===== config.mk =====
export PLATFORM = sky130hd
export DESIGN_NAME = timer16_counter_input_capture
export DESIGN_NICKNAME = d
export VERILOG_FILES = /design/src/rtl/timer16_counter_input_capture.v
export VERILOG_INCLUDE_DIRS = /design/src /design/src/rtl
export SDC_FILE = /design/constraint.sdc
export NUM_CORES = 1
export LEC_CHECK = 0
export BUFFER_PORTS_ARGS = -buffer_cell sky130_fd_sc_hd__buf_2
export CAP_MARGIN = 20
export CORE_UTILIZATION = 45
export DETAILED_ROUTE_END_ITERATION = 12
export PLACE_DENSITY_LB_ADDON = 0.2
export SYNTH_ARGS = -nofsm -noshare
export SYNTH_HDL_FRONTEND = slang
export SYNTH_SLANG_ARGS = --single-unit

===== constraint.sdc =====
create_clock -name clk -period 3.75 [get_ports clk]
set_input_delay 0.1875 -clock clk [delete_from_list [all_inputs] [get_ports clk]]
set_output_delay 0.1875 -clock clk [all_outputs]
set_load 0.05 [all_outputs]

===== src/rtl/timer16_map.vh =====
// Register offsets, field positions and timing constants of the 16-bit timer
`ifndef TIMER16_MAP_VH
`define TIMER16_MAP_VH
// Register offsets on the 8-bit register port
`define T16_CONTROL_A      4'h0
`define T16_CONTROL_B      4'h1
`define T16_COUNT_LOW      4'h2
`define T16_COUNT_HIGH     4'h3
`define T16_CAPTURE_LOW    4'h4
`define T16_CAPTURE_HIGH   4'h5
`define T16_COMPARE_A_LOW  4'h6
`define T16_COMPARE_A_HIGH 4'h7
`define T16_COMPARE_B_LOW  4'h8
`define T16_COMPARE_B_HIGH 4'h9
`define T16_FLAGS          4'hA
`define T16_IRQ_MASK       4'hB
// Control register A fields
`define T16_A_WGM_LO       1:0
// Control register B fields
`define T16_B_TICK_SEL     2:0
`define T16_B_WGM_HI       4:3
`define T16_B_EDGE_RISE    6
`define T16_B_NOISE_EN     7
// Flag and mask bit positions
`define T16_F_OVERFLOW     0
`define T16_F_CAPTURE      5
// Reset values
`define T16_CTRL_RESET     8'h00
`define T16_WORD_RESET     16'h0000
// Filter depth in system clock samples
`define T16_FILTER_DEPTH   4
`endif


===== src/rtl/timer16_counter_input_capture.v =====
// Sixteen-bit timer counter with input capture, shared high byte and noise filter
`timescale 1ns/1ps
`default_nettype none
`include "timer16_map.vh"

// How it works
// - One shared eight-bit high-byte holding register serves all sixteen-bit registers.
// - Holding register keeps value; one high write serves many low writes.
// - Counter is sixteen bits; ticks increment, decrement or clear it.
// - Top output at sequence ceiling, bottom output when count is zero.
// - Counter high-byte address reaches only the holding register.
// - Count low read loads holding; low write loads full count at once.
// - Three tick-select bits choose tick source; zero stops the counter.
// - Counter readable and writable any time, running or stopped.
// - Processor write to counter beats clear, increment or decrement.
// - Four waveform mode bits split over control A and B set sequence.
// - Overflow flag set at mode-dependent point; may request interrupt.
// - Qualified capture edge copies full counter into capture register.
// - Capture flag set same cycle as copy; enable bit makes request.
// - Capture flag clears on service acknowledge or written one.
// - Capture low read copies high byte to holding; high read returns it.
// - Edge detector active except in capture-ceiling modes; filter always samples.
// - Capture pin synchronised like tick pin; filter adds four cycles.
// - Filter output changes only after four equal consecutive samples.
// - Filter enabled by control B bit, samples on system clock.
// - Driving the pin from software port output triggers a capture.
// - Each capture overwrites the capture register unconditionally.
module timer16_counter_input_capture
#(
   parameter PRESCALE_DIV = 8                     // Divide ratio for select code 2
)
(
   input  wire        clk,                        // System clock
   input  wire        resetn,                     // Asynchronous reset, active low
   input  wire [3:0]  reg_addr,                   // Register address
   input  wire [7:0]  reg_wdata,                  // Write data
   input  wire        reg_wr,                     // Write strobe
   input  wire        reg_rd,                     // Read strobe
   output reg  [7:0]  reg_rdata,                  // Read data, cycle after strobe
   input  wire        capture_input_pin,          // External capture pin
   input  wire        ext_tick_pin,               // External tick pin
   input  wire        capture_irq_ack,            // Capture interrupt serviced
   input  wire        overflow_irq_ack,           // Overflow interrupt serviced
   output reg         capture_irq,                // Capture interrupt request
   output reg         overflow_irq,               // Overflow interrupt request
   output reg         count_top,                  // Count at sequence ceiling
   output reg         count_bottom                // Count equals zero
);

////////////////////////////////////////////////////////////////////////////////
// Registers
// One holding byte serves every sixteen-bit register.
// An interrupt handler touching any of them between the two
// byte accesses of the main code corrupts that access;
// software must keep byte pairs atomic.
reg  [7:0]  control_reg_a;                        // Holds low mode bits
reg  [7:0]  control_reg_b;                        // Tick select, mode, edge, filter
reg  [7:0]  irq_mask_q;                           // Interrupt enables
reg  [7:0]  hold_q;                               // Shared high-byte holding register
reg  [15:0] count_value;                          // Counter
reg  [15:0] capture_value;                        // Capture register
reg  [15:0] compare_a_q;                          // Compare value A
reg  [15:0] compare_b_q;                          // Compare value B
reg         capture_flag;                         // Capture event flag
reg         overflow_flag;                        // Overflow event flag
reg         dir_down_q;                           // Counting downward
reg  [7:0]  presc_q;                              // Internal prescaler
reg  [1:0]  tick_sync_q;                          // Tick pin synchroniser
reg         tick_prev_q;                          // Tick pin previous level
reg  [1:0]  cap_sync_q;                           // Capture pin synchroniser
reg  [3:0]  cap_hist_q;                           // Filter sample history
reg         cap_filt_q;                           // Filter output
reg         cap_prev_q;                           // Edge detector previous level

wire [3:0]  waveform_mode_bits = {control_reg_b[`T16_B_WGM_HI], control_reg_a[`T16_A_WGM_LO]};
wire [2:0]  tick_source_select = control_reg_b[`T16_B_TICK_SEL];
wire        noise_filter_enable = control_reg_b[`T16_B_NOISE_EN];
wire        edge_rise = control_reg_b[`T16_B_EDGE_RISE];

////////////////////////////////////////////////////////////////////////////////
// Mode decode functions

// Ceiling of the count sequence for a given mode
function [15:0] top_of;
   input [3:0]  mode;
   input [15:0] cap;
   input [15:0] cmp;
   begin
      case (mode)
         4'h1, 4'h5:        top_of = 16'h00FF;
         4'h2, 4'h6:        top_of = 16'h01FF;
         4'h3, 4'h7:        top_of = 16'h03FF;
         4'h4, 4'h9, 4'hB, 4'hF: top_of = cmp;
         4'h8, 4'hA, 4'hC, 4'hE: top_of = cap;
         default:           top_of = 16'hFFFF;
      endcase
   end
endfunction

// Capture register acts as ceiling in these modes
function uses_cap_top;
   input [3:0] mode;
   begin
      uses_cap_top = (mode == 4'h8) || (mode == 4'hA) || (mode == 4'hC)
                     || (mode == 4'hE);
   end
endfunction

// Up-down modes turn at the ceiling and overflow at zero
function is_dual_slope;
   input [3:0] mode;
   begin
      is_dual_slope = (mode[1:0] != 2'b00 && !mode[2]) || (mode[3] && !mode[2]
                      && mode[1:0] != 2'b00) || mode == 4'h8 || mode == 4'h9;
   end
endfunction

// Clear-on-match modes
function is_ctc;
   input [3:0] mode;
   begin
      is_ctc = (mode == 4'h4) || (mode == 4'hC);
   end
endfunction

////////////////////////////////////////////////////////////////////////////////
// Tick generation
// Ceiling is recomputed every cycle from the live registers.
// Moving the ceiling below the count while running lets the
// counter run on to the full range before it wraps.
// External tick pin passes two flops before its edge detector.
wire [15:0] top_val  = top_of(waveform_mode_bits, capture_value, compare_a_q);
wire        at_top   = (count_value == top_val);
wire        at_bot   = (count_value == `T16_WORD_RESET);
wire        dual     = is_dual_slope(waveform_mode_bits);
wire        presc_hit = (presc_q == PRESCALE_DIV[7:0] - 8'h01);
wire        tick_rise = tick_sync_q[1] & ~tick_prev_q;
wire        tick_fall = ~tick_sync_q[1] & tick_prev_q;
reg         timer_tick;

always @*
begin
   case (tick_source_select)
      3'h0:    timer_tick = 1'b0;
      3'h1:    timer_tick = 1'b1;
      3'h2:    timer_tick = presc_hit;
      3'h6:    timer_tick = tick_fall;
      3'h7:    timer_tick = tick_rise;
      default: timer_tick = presc_hit;
   endcase
end

// Prescaler and tick pin synchroniser
always @(posedge clk or negedge resetn)
begin
   if (!resetn)
   begin
      presc_q     <= 8'h00;
      tick_sync_q <= 2'b00;
      tick_prev_q <= 1'b0;
   end
   else
   begin
      presc_q     <= presc_hit ? 8'h00 : presc_q + 8'h01;
      tick_sync_q <= {tick_sync_q[0], ext_tick_pin};
      tick_prev_q <= tick_sync_q[1];
   end
end

////////////////////////////////////////////////////////////////////////////////
// Capture input path
// Same two-flop synchroniser as the tick pin.
// Filter output holds until four equal samples agree,
// so when enabled it adds four clocks of latency to every capture.
// Previous level and filter reset low, matching an idle pin,
// so no false edge follows reset.
wire        filt_in   = cap_sync_q[1];
wire [3:0]  hist_next = {cap_hist_q[2:0], filt_in};
wire        cap_level = noise_filter_enable ? cap_filt_q : filt_in;
wire        cap_active = !uses_cap_top(waveform_mode_bits);
wire        cap_event = cap_active && (edge_rise ? (cap_level & ~cap_prev_q)
                                                 : (~cap_level & cap_prev_q));

always @(posedge clk or negedge resetn)
begin
   if (!resetn)
   begin
      cap_sync_q <= 2'b00;
      cap_hist_q <= 4'h0;
      cap_filt_q <= 1'b0;
      cap_prev_q <= 1'b0;
   end
   else
   begin
      cap_sync_q <= {cap_sync_q[0], capture_input_pin};
      cap_hist_q <= hist_next;
      if (hist_next == 4'hF)
         cap_filt_q <= 1'b1;
      else if (hist_next == 4'h0)
         cap_filt_q <= 1'b0;
      if (cap_active)
         cap_prev_q <= cap_level;
   end
end

////////////////////////////////////////////////////////////////////////////////
// Register access decode
// Low-byte accesses trigger the sixteen-bit transfer;
// high-byte accesses only reach the holding byte,
// except compare reads, which are direct.
wire wr_count_lo = reg_wr && reg_addr == `T16_COUNT_LOW;
wire wr_cap_lo   = reg_wr && reg_addr == `T16_CAPTURE_LOW;
wire rd_count_lo = reg_rd && reg_addr == `T16_COUNT_LOW;
wire rd_cap_lo   = reg_rd && reg_addr == `T16_CAPTURE_LOW;
wire wr_flags    = reg_wr && reg_addr == `T16_FLAGS;
wire any_hi_wr   = reg_wr && (reg_addr == `T16_COUNT_HIGH || reg_addr == `T16_CAPTURE_HIGH
                   || reg_addr == `T16_COMPARE_A_HIGH || reg_addr == `T16_COMPARE_B_HIGH);

////////////////////////////////////////////////////////////////////////////////
// Counter, capture, flags and register writes
always @(posedge clk or negedge resetn)
begin
   if (!resetn)
   begin
      control_reg_a <= `T16_CTRL_RESET;
      control_reg_b <= `T16_CTRL_RESET;
      irq_mask_q    <= `T16_CTRL_RESET;
      hold_q        <= 8'h00;
      count_value   <= `T16_WORD_RESET;
      capture_value <= `T16_WORD_RESET;
      compare_a_q   <= `T16_WORD_RESET;
      compare_b_q   <= `T16_WORD_RESET;
      capture_flag  <= 1'b0;
      overflow_flag <= 1'b0;
      dir_down_q    <= 1'b0;
   end
   else
   begin
      // Plain control writes
      if (reg_wr && reg_addr == `T16_CONTROL_A)
         control_reg_a <= reg_wdata;
      if (reg_wr && reg_addr == `T16_CONTROL_B)
         control_reg_b <= reg_wdata;
      if (reg_wr && reg_addr == `T16_IRQ_MASK)
         irq_mask_q <= reg_wdata;
      if (any_hi_wr)
         hold_q <= reg_wdata;
      // Count low read latches upper byte
      else if (rd_count_lo)
         hold_q <= count_value[15:8];
      // Capture low read latches upper byte
      else if (rd_cap_lo)
         hold_q <= capture_value[15:8];
      if (reg_wr && reg_addr == `T16_COMPARE_A_LOW)
         compare_a_q <= {hold_q, reg_wdata};
      if (reg_wr && reg_addr == `T16_COMPARE_B_LOW)
         compare_b_q <= {hold_q, reg_wdata};
      if (wr_count_lo)
         count_value <= {hold_q, reg_wdata};
      else if (timer_tick)
      begin
         if (dual)
         begin
            if (!dir_down_q && at_top)
            begin
               dir_down_q  <= 1'b1;
               count_value <= count_value - 16'h0001;
            end
            else if (dir_down_q && at_bot)
            begin
               dir_down_q  <= 1'b0;
               count_value <= count_value + 16'h0001;
            end
            else
               count_value <= dir_down_q ? count_value - 16'h0001
                                         : count_value + 16'h0001;
         end
         else if (at_top)
         begin
            dir_down_q  <= 1'b0;
            count_value <= `T16_WORD_RESET;
         end
         else
         begin
            dir_down_q  <= 1'b0;
            count_value <= count_value + 16'h0001;
         end
      end
      // Pin level includes software port drive
      if (cap_event)
         capture_value <= count_value;
      else if (wr_cap_lo && uses_cap_top(waveform_mode_bits))
         capture_value <= {hold_q, reg_wdata};
      // Cleared by ack or written one
      if (cap_event)
         capture_flag <= 1'b1;
      else if (capture_irq_ack || (wr_flags && reg_wdata[`T16_F_CAPTURE]))
         capture_flag <= 1'b0;
      if (timer_tick && !wr_count_lo && (dual ? (dir_down_q && at_bot)
          : (is_ctc(waveform_mode_bits) ? 1'b0 : at_top)))
         overflow_flag <= 1'b1;
      else if (overflow_irq_ack || (wr_flags && reg_wdata[`T16_F_OVERFLOW]))
         overflow_flag <= 1'b0;
   end
end

////////////////////////////////////////////////////////////////////////////////
// Read data and registered outputs
// Read data stand for one cycle only, zero otherwise.
// Requests and indications are registered, one cycle behind
// their flags and count, so every output comes from a flop.
// Unmapped addresses read as zero.
always @(posedge clk or negedge resetn)
begin
   if (!resetn)
   begin
      reg_rdata    <= 8'h00;
      capture_irq  <= 1'b0;
      overflow_irq <= 1'b0;
      count_top    <= 1'b0;
      count_bottom <= 1'b0;
   end
   else
   begin
      capture_irq  <= capture_flag & irq_mask_q[`T16_F_CAPTURE];
      overflow_irq <= overflow_flag & irq_mask_q[`T16_F_OVERFLOW];
      count_top    <= at_top;
      count_bottom <= at_bot;
      reg_rdata    <= 8'h00;
      if (reg_rd)
      begin
         case (reg_addr)
            `T16_CONTROL_A:      reg_rdata <= control_reg_a;
            `T16_CONTROL_B:      reg_rdata <= control_reg_b;
            `T16_COUNT_LOW:      reg_rdata <= count_value[7:0];
            `T16_CAPTURE_LOW:    reg_rdata <= capture_value[7:0];
            `T16_COMPARE_A_LOW:  reg_rdata <= compare_a_q[7:0];
            `T16_COMPARE_A_HIGH: reg_rdata <= compare_a_q[15:8];
            `T16_COMPARE_B_LOW:  reg_rdata <= compare_b_q[7:0];
            `T16_COMPARE_B_HIGH: reg_rdata <= compare_b_q[15:8];
            `T16_COUNT_HIGH,
            `T16_CAPTURE_HIGH:   reg_rdata <= hold_q;
            `T16_FLAGS:          reg_rdata <= {2'b00, capture_flag, 4'h0, overflow_flag};
            `T16_IRQ_MASK:       reg_rdata <= irq_mask_q;
            default:             reg_rdata <= 8'h00;
         endcase
      end
   end
end

endmodule // timer16_counter_input_capture
`default_nettype wire


==> impl_metrics.tcl, run 1 <==
set metrics [dict create \
    grt_max_degree 104 \
    ys_top_cells_by_area "dfrtp_1 (43%), mux2_2 (9.0%), nand2_1 (4.0%)" \
    fillers 1454 \
    critPathKind "reg -> reg" \
    outcome "finished clean" \
    grt_pass1_wl_um 38200 \
    fin_cells 1068 \
    overflow 0 \
    clkLatencyLatePin_ns 0.44 \
    start_util_pct 46.8 \
    synth_ff_type "dfrtp_1" \
    cts_tree "yes" \
    maxCapViolations 0 \
    yosysSeqAreaShare_pct 42.8 \
    grt_pass1_vias 6650 \
    fin_crit_sh_pct 93.1 \
    wl_um 24400 \
    via_per_inst 6.46 \
    drive_gt1_share_pct 21.4 \
    die_area_um2 17300 \
    core-area_um2 16100 \
    vias 6904 \
    dp.cells 1032 \
    drc 0 \
    synthArstFlopShare_pct 100 \
    ys_warn_count 0 \
    cts_setup_buffers 0 \
    period_needed_ns 3.49 \
    nNetsFinal 863 \
    yosys.area.top_type_share_pct 42.8 \
    setup_slack_ns 0.259 \
    drt_iter0_markers 871 \
    rsz0062_at_grt "false" \
    cp.required_ns 4.09 \
    end_kind "flop" \
    ios 32 \
    wl_per_cell_um 22.9 \
    fin_worst_skew_ns 0.00967 \
    synth_edf_count 0 \
    clk_pin_slew_worst_paths_ns 0.06 \
    drtPass1Iterations 6 \
    cts_buffer_depth 2 \
    die_x_um 131 \
    max-slew-margin-rel_pct 34.6 \
    synth_top_cell_by_area "dfrtp_1" \
    ir_worst_vdd_mv 0.416 \
    finalMaxSlewViolations 0 \
    synth_nets 820 \
    num_rows 46 \
    synth.ff_latch_count 129 \
    synthCells 796 \
    n_antenna_cell 0 \
    tns_ns 0 \
    final-seq-area_um2 3230 \
    dp_slack_ns 0.209 \
    root_buffer "clkbuf_16" \
    worstMarginPinSlew_ns 0.981 \
    p_leak_nw 3.81 \
    dieHeight_um 131 \
    antenna_left 0 \
    gp_congestion 0.955 \
    holdWs_ns 0.0594 \
    synth_area_um2 7540 \
    ys_types 71 \
    cts_buffers 17 \
    hold_viol 0 \
    fmax_ghz 0.286 \
    grt_usage_pct 29.2 \
    dp_hpwl_um 17300 \
    multi_input_area_um2 4030 \
    htreeDepth 4 \
    crit_path_start_kind "flop" \
    cellPowerDensity_nw_per_um2 677 \
    syn_to_final_growth_pct 15.7 \
    antenna_found_initial 0 \
    clock-sinks 129 \
    crit_arrival_ns 3.83 \
    portBuffers 31 \
    critPathMaxFanout 10 \
    avgSynthCellArea_um2 9.47 \
    hold_class "in -> reg" \
    finalSetupViolations 0 \
]
[path summary, 6_finish.rpt]
check                                     start              to  slack [ns]  cells after the start
worst max-delay path             count_value[4]  count_value[5]        0.26                      8
worst min-delay path            capture_irq_ack    capture_flag        0.06                      3
worst max register to register   count_value[4]  count_value[5]        0.26                      8
worst min register to register    cap_sync_q[0]   cap_sync_q[1]        0.35                      0
max in group asynchronous                resetn       hold_q[3]        2.41                      3
min in group asynchronous                resetn  count_value[8]        0.43                      2
[cells in the mapped netlist (9+ instances only)]
cell type and number:
clkbuf_1 35, inv_1 18, nand2_1 80, nor2_1 50, nor3_1 15, o31ai_1 12
o21ai_0 39, dfrtp_1 129, and2_1 10, buf_2 11, a31oi_1 9, mux2_2 60
xnor2_1 13, nor2b_1 12, a21oi_1 33, or3_1 10, a22oi_1 37, nand2b_1 10
and3_1 19, o211ai_1 10, nand3_1 39
[layer usage]
layer	GRT usage (%)	vias up	routed length, um
met4	15.0	0	1070
met2	45.0	379	11200
met3	5.79	77	1940
met1	38.9	3387	10200
li1	-	3061	-
met5	0	-	0
[placed cells by master (no fill, tap or decap), types with 10 or more instances in the layout]
cell type / netlist / routed
dfrtp_1: 129 / 126
nand2_1: 80 / 79
mux2_2: 60 / 60
nor2_1: 50 / 50
buf_4: 2 / 42
nand3_1: 39 / 39
o21ai_0: 39 / 39
a22oi_1: 37 / 37
a21oi_1: 33 / 33
buf_2: 11 / 30
and3_1: 19 / 19
inv_1: 18 / 18
clkbuf_16: 0 / 17
nor3_1: 15 / 15
xnor2_1: 13 / 13
nor2b_1: 12 / 12
o31ai_1: 12 / 12
and2_1: 10 / 10
nand2b_1: 10 / 10
o211ai_1: 10 / 10
[worst max-delay path, stage by stage, from the launching register on]
cell and delay [ns]:
dfrtp_1 0.52, or3_1 0.48, or3_1 0.39, or4_1 0.52, and3_1 0.28, nand2b_1 0.23
nor2_1 0.63, a21oi_1 0.14, o211ai_1 0.21
[layout make-up]
class	count	area share [%]
Timing Repair Buffer	77	5.92
Clock buffer	20	5.12
Multi-Input combinational cell	593	46.2
Inverter	21	0.904
Clock inverter	12	1.68
Tap cell	216	3.10
Sequential cell	129	37.1
[through the flow]
stage                     area [um2]  power [W]  util, %
after floorplan                 7540    0.00340        -
after global placement          8060    0.00411     50.0
after detailed placement        8060    0.00416     50.0
after CTS                       8690    0.00587     54.0
after global routing            8720    0.00620     54.1
final                           8720    0.00591     54.1
[sequential cells by signal, indices dropped and copies added, names as in the netlist, 2 cells and up]
name / cells
capture_value: 16
presc_q: 8
cap_hist_q: 3
control_reg_a: 8
hold_q: 8
control_reg_b: 8
compare_a_q: 16
cap_sync_q: 2
reg_rdata: 8
compare_b_q: 16
count_value: 16
tick_sync_q: 2
irq_mask_q: 8
[power breakdown]
part           internal (W)  leakage, nW  switching, W
combinational      0.000862         1.88       0.00114
clock               0.00101        0.293      0.000678
sequential          0.00174         1.64      0.000477
[cell families after synthesis]
| logic type | share of synthesized area, % |
|---|---|
| and+or+nand+nor | 18.7 |
| AOI/OAI and AO/OA | 20.7 |
| DFF | 42.8 |
| buffers and inverters | 4.08 |
| muxes | 10.9 |
| xor gates and xnor gates | 2.09 |
| adders and majority gates | 0.664 |
[timing repair]
| item | in CTS | in global routing |
|---|---|---|
| endpoints found under the hold margin | 105 | 0 |
| hold buffers | 4 | 0 |
| endpoints found under the setup margin | 0 | 10 |
| resized for setup | 0 | 8 |
No activity file was read; power rests on OpenSTA's default activity.
==> run 2, diff against run 1 <==
Settings changed: CTS_BUF_LIST set to sky130_fd_sc_hd__clkbuf_16.
==> run 2 against run 1 <==
  * Register-to-register slack barely moved
  * Hold slack barely moved
  * Clock skew fell by 0.00070 ns
  * Critical path depth did not move
  * Sequential power barely moved
  * Power fell by 0.47%
  * Global-route usage barely moved
  * Non-clock buffer count did not move
  * Flip-flop and latch count did not move
  * Count of clock-buffer cells in the layout fell by 3
  * Worst setup slack improved by 0.014 ns
  * Cell area fell by 0.11%
  * Largest power group unchanged
==> impl_metrics.tcl, run 2 (same netlist as run 1, synthesis figures left out) <==
set metrics [dict create \
    outcome "finished clean" \
    antenna_left 0 \
    gp_congestion 0.955 \
    max-slew-margin-rel_pct 34.1 \
    fillers 1456 \
    vias 6808 \
    cpMostUsedCell "or3_1" \
    cts_buffer_depth 2 \
    fmax_ghz 0.288 \
    total_power_w 0.00588 \
    overflow 0 \
    syn_to_final_growth_pct 15.6 \
    crit_buf_inv 0 \
    cp.required_ns 4.09 \
    critPathLaunch "count_value[4]" \
    n_antenna_cell 0 \
    clockPowerShare_pct 28.3 \
    stdcell_area_um2 8710 \
    fin_worst_skew_ns 0.00897 \
    mostFrequentLayoutCell "dfrtp_1" \
    path_cells "or3_1 -> or3_1 -> or4_1 -> and3_1 -> nand2b_1 -> nor2_1 -> a21oi_1 -> o211ai_1" \
    period_needed_ns 3.48 \
    postPlaceCellArea_um2 8060 \
    drive_gt1_share_pct 21.2 \
    clk_pin_slew_worst_paths_ns 0.06 \
    rsz0062_at_grt "false" \
    dp_hpwl_um 17300 \
    hold_start "capture_irq_ack" \
    maxCapViolations 0 \
    cts_buffers 17 \
    p_sw_w 0.00229 \
    hold_viol 0 \
    clock-sinks 129 \
    tns_ns 0 \
    cp_top_family "simple AND/OR/NAND/NOR gates" \
    holdWs_ns 0.0591 \
    clkLatencyLatePin_ns 0.43 \
    drtPass1Iterations 5 \
    ios 32 \
    fin_crit_sh_pct 92.7 \
    worstMarginPinSlew_ns 0.988 \
    wl_um 24400 \
    critPathKind "reg -> reg" \
    cts_tree "yes" \
    wl_per_cell_um 22.9 \
    antenna_found_initial 0 \
    slowest_stage "nor2_1" \
    htreeDepth 4 \
    grt_max_degree 104 \
    seq_power_share_pct 37.7 \
    start_util_pct 46.8 \
    final_cell_mix "dfrtp_1 (126), nand2_1 (79), mux2_2 (60)" \
    nNetsFinal 863 \
    switching_share_pct 39.0 \
    core-area_um2 16100 \
    cts_setup_buffers 0 \
    fin_util_pct 54.1 \
    dieHeight_um 131 \
    die_x_um 131 \
    crit_arrival_ns 3.82 \
    multi_input_area_um2 4030 \
    cellInternalPower_w 0.00359 \
    power_frac_comb_pct 34.0 \
    num_rows 46 \
    root_buffer "clkbuf_16" \
    r2r_start "count_value[4]" \
    crit_path_start_kind "flop" \
    finalSetupViolations 0 \
    cellPowerDensity_nw_per_um2 675 \
    grt_pass1_wl_um 38200 \
    portBuffers 31 \
    finalMaxSlewViolations 0 \
    p_leak_nw 3.81 \
    via_per_inst 6.37 \
    drc 0 \
    final-seq-area_um2 3230 \
    end_kind "flop" \
    drt_iter0_markers 850 \
    critPathMaxFanout 10 \
    grt_usage_pct 29.2 \
    die_area_um2 17300 \
    grt_pass1_vias 6658 \
    critPathMaxStageDelay_ns 0.64 \
    ir_worst_vdd_mv 0.416 \
    hold_class "in -> reg" \
]
[run 2: cell types whose count changed in the layout (fill, tap and decap cells not counted)]
cell,previous run,this run
inv_1,18,20
clkinv_1,3,4
clkbuf_8,1,0
clkbuf_1,2,0
[run 2: worst paths after layout]
kind | end | slack, ns | depth (start not counted)
setup / recovery | count_value[5] | 0.27 | 8
setup reg to reg | count_value[5] | 0.27 | 8
hold reg to reg | cap_sync_q[1] | 0.35 | 0
min in group asynchronous | count_value[8] | 0.42 | 2
hold / removal | capture_flag | 0.06 | 3
max in group asynchronous | compare_a_q[15] | 2.41 | 3
[run 2: timing repair]
action	CTS	global route
endpoints found under the hold margin	105	0
resized for setup	0	8
hold buffers	4	0
setup endpoints to repair	0	10
[run 2: power by group through the flow]
stage | Sequential [W] | Clock (W) | Combinational (W)
2_1_floorplan | 0.00201 | 0 | 0.00139
3_3_place_gp | 0.00220 | 0 | 0.00191
3_5_place_dp | 0.00222 | 0 | 0.00195
4_1_cts | 0.00220 | 0.00169 | 0.00196
5_1_grt | 0.00225 | 0.00175 | 0.00218
6_report | 0.00221 | 0.00166 | 0.00200
[run 2: layout make-up]
type,instances,area share (%)
clock inverters,15,1.81
clock buffers,17,4.88
flip-flops and latches,129,37.1
inverters,21,0.905
multi-input cells,593,46.3
well taps,216,3.10
repair buffers,77,5.93
[run 2: through the flow]
step | setup slack (ns) | std cells
final | 0.273 | 1068
after global routing | 0.0324 | 1068
after CTS | 0.190 | 1068
after detailed placement | 0.209 | 1032
after global placement | 0.273 | 1032
after floorplan | 0.466 | 796
[run 2: tightest hold or removal path: stages]
cell	delay, ns
buf_2	0.09
inv_1	0.04
a31o_2	0.14
[run 2: layer usage]
metal  global-route usage [%]  routed length [um]  vias up
li1                         -                   -     3053
met1                     38.9               10300     3359
met2                     45.1               11200      325
met3                     5.79                1840       71
met4                     15.0                1070        0
met5                        0                   0        -
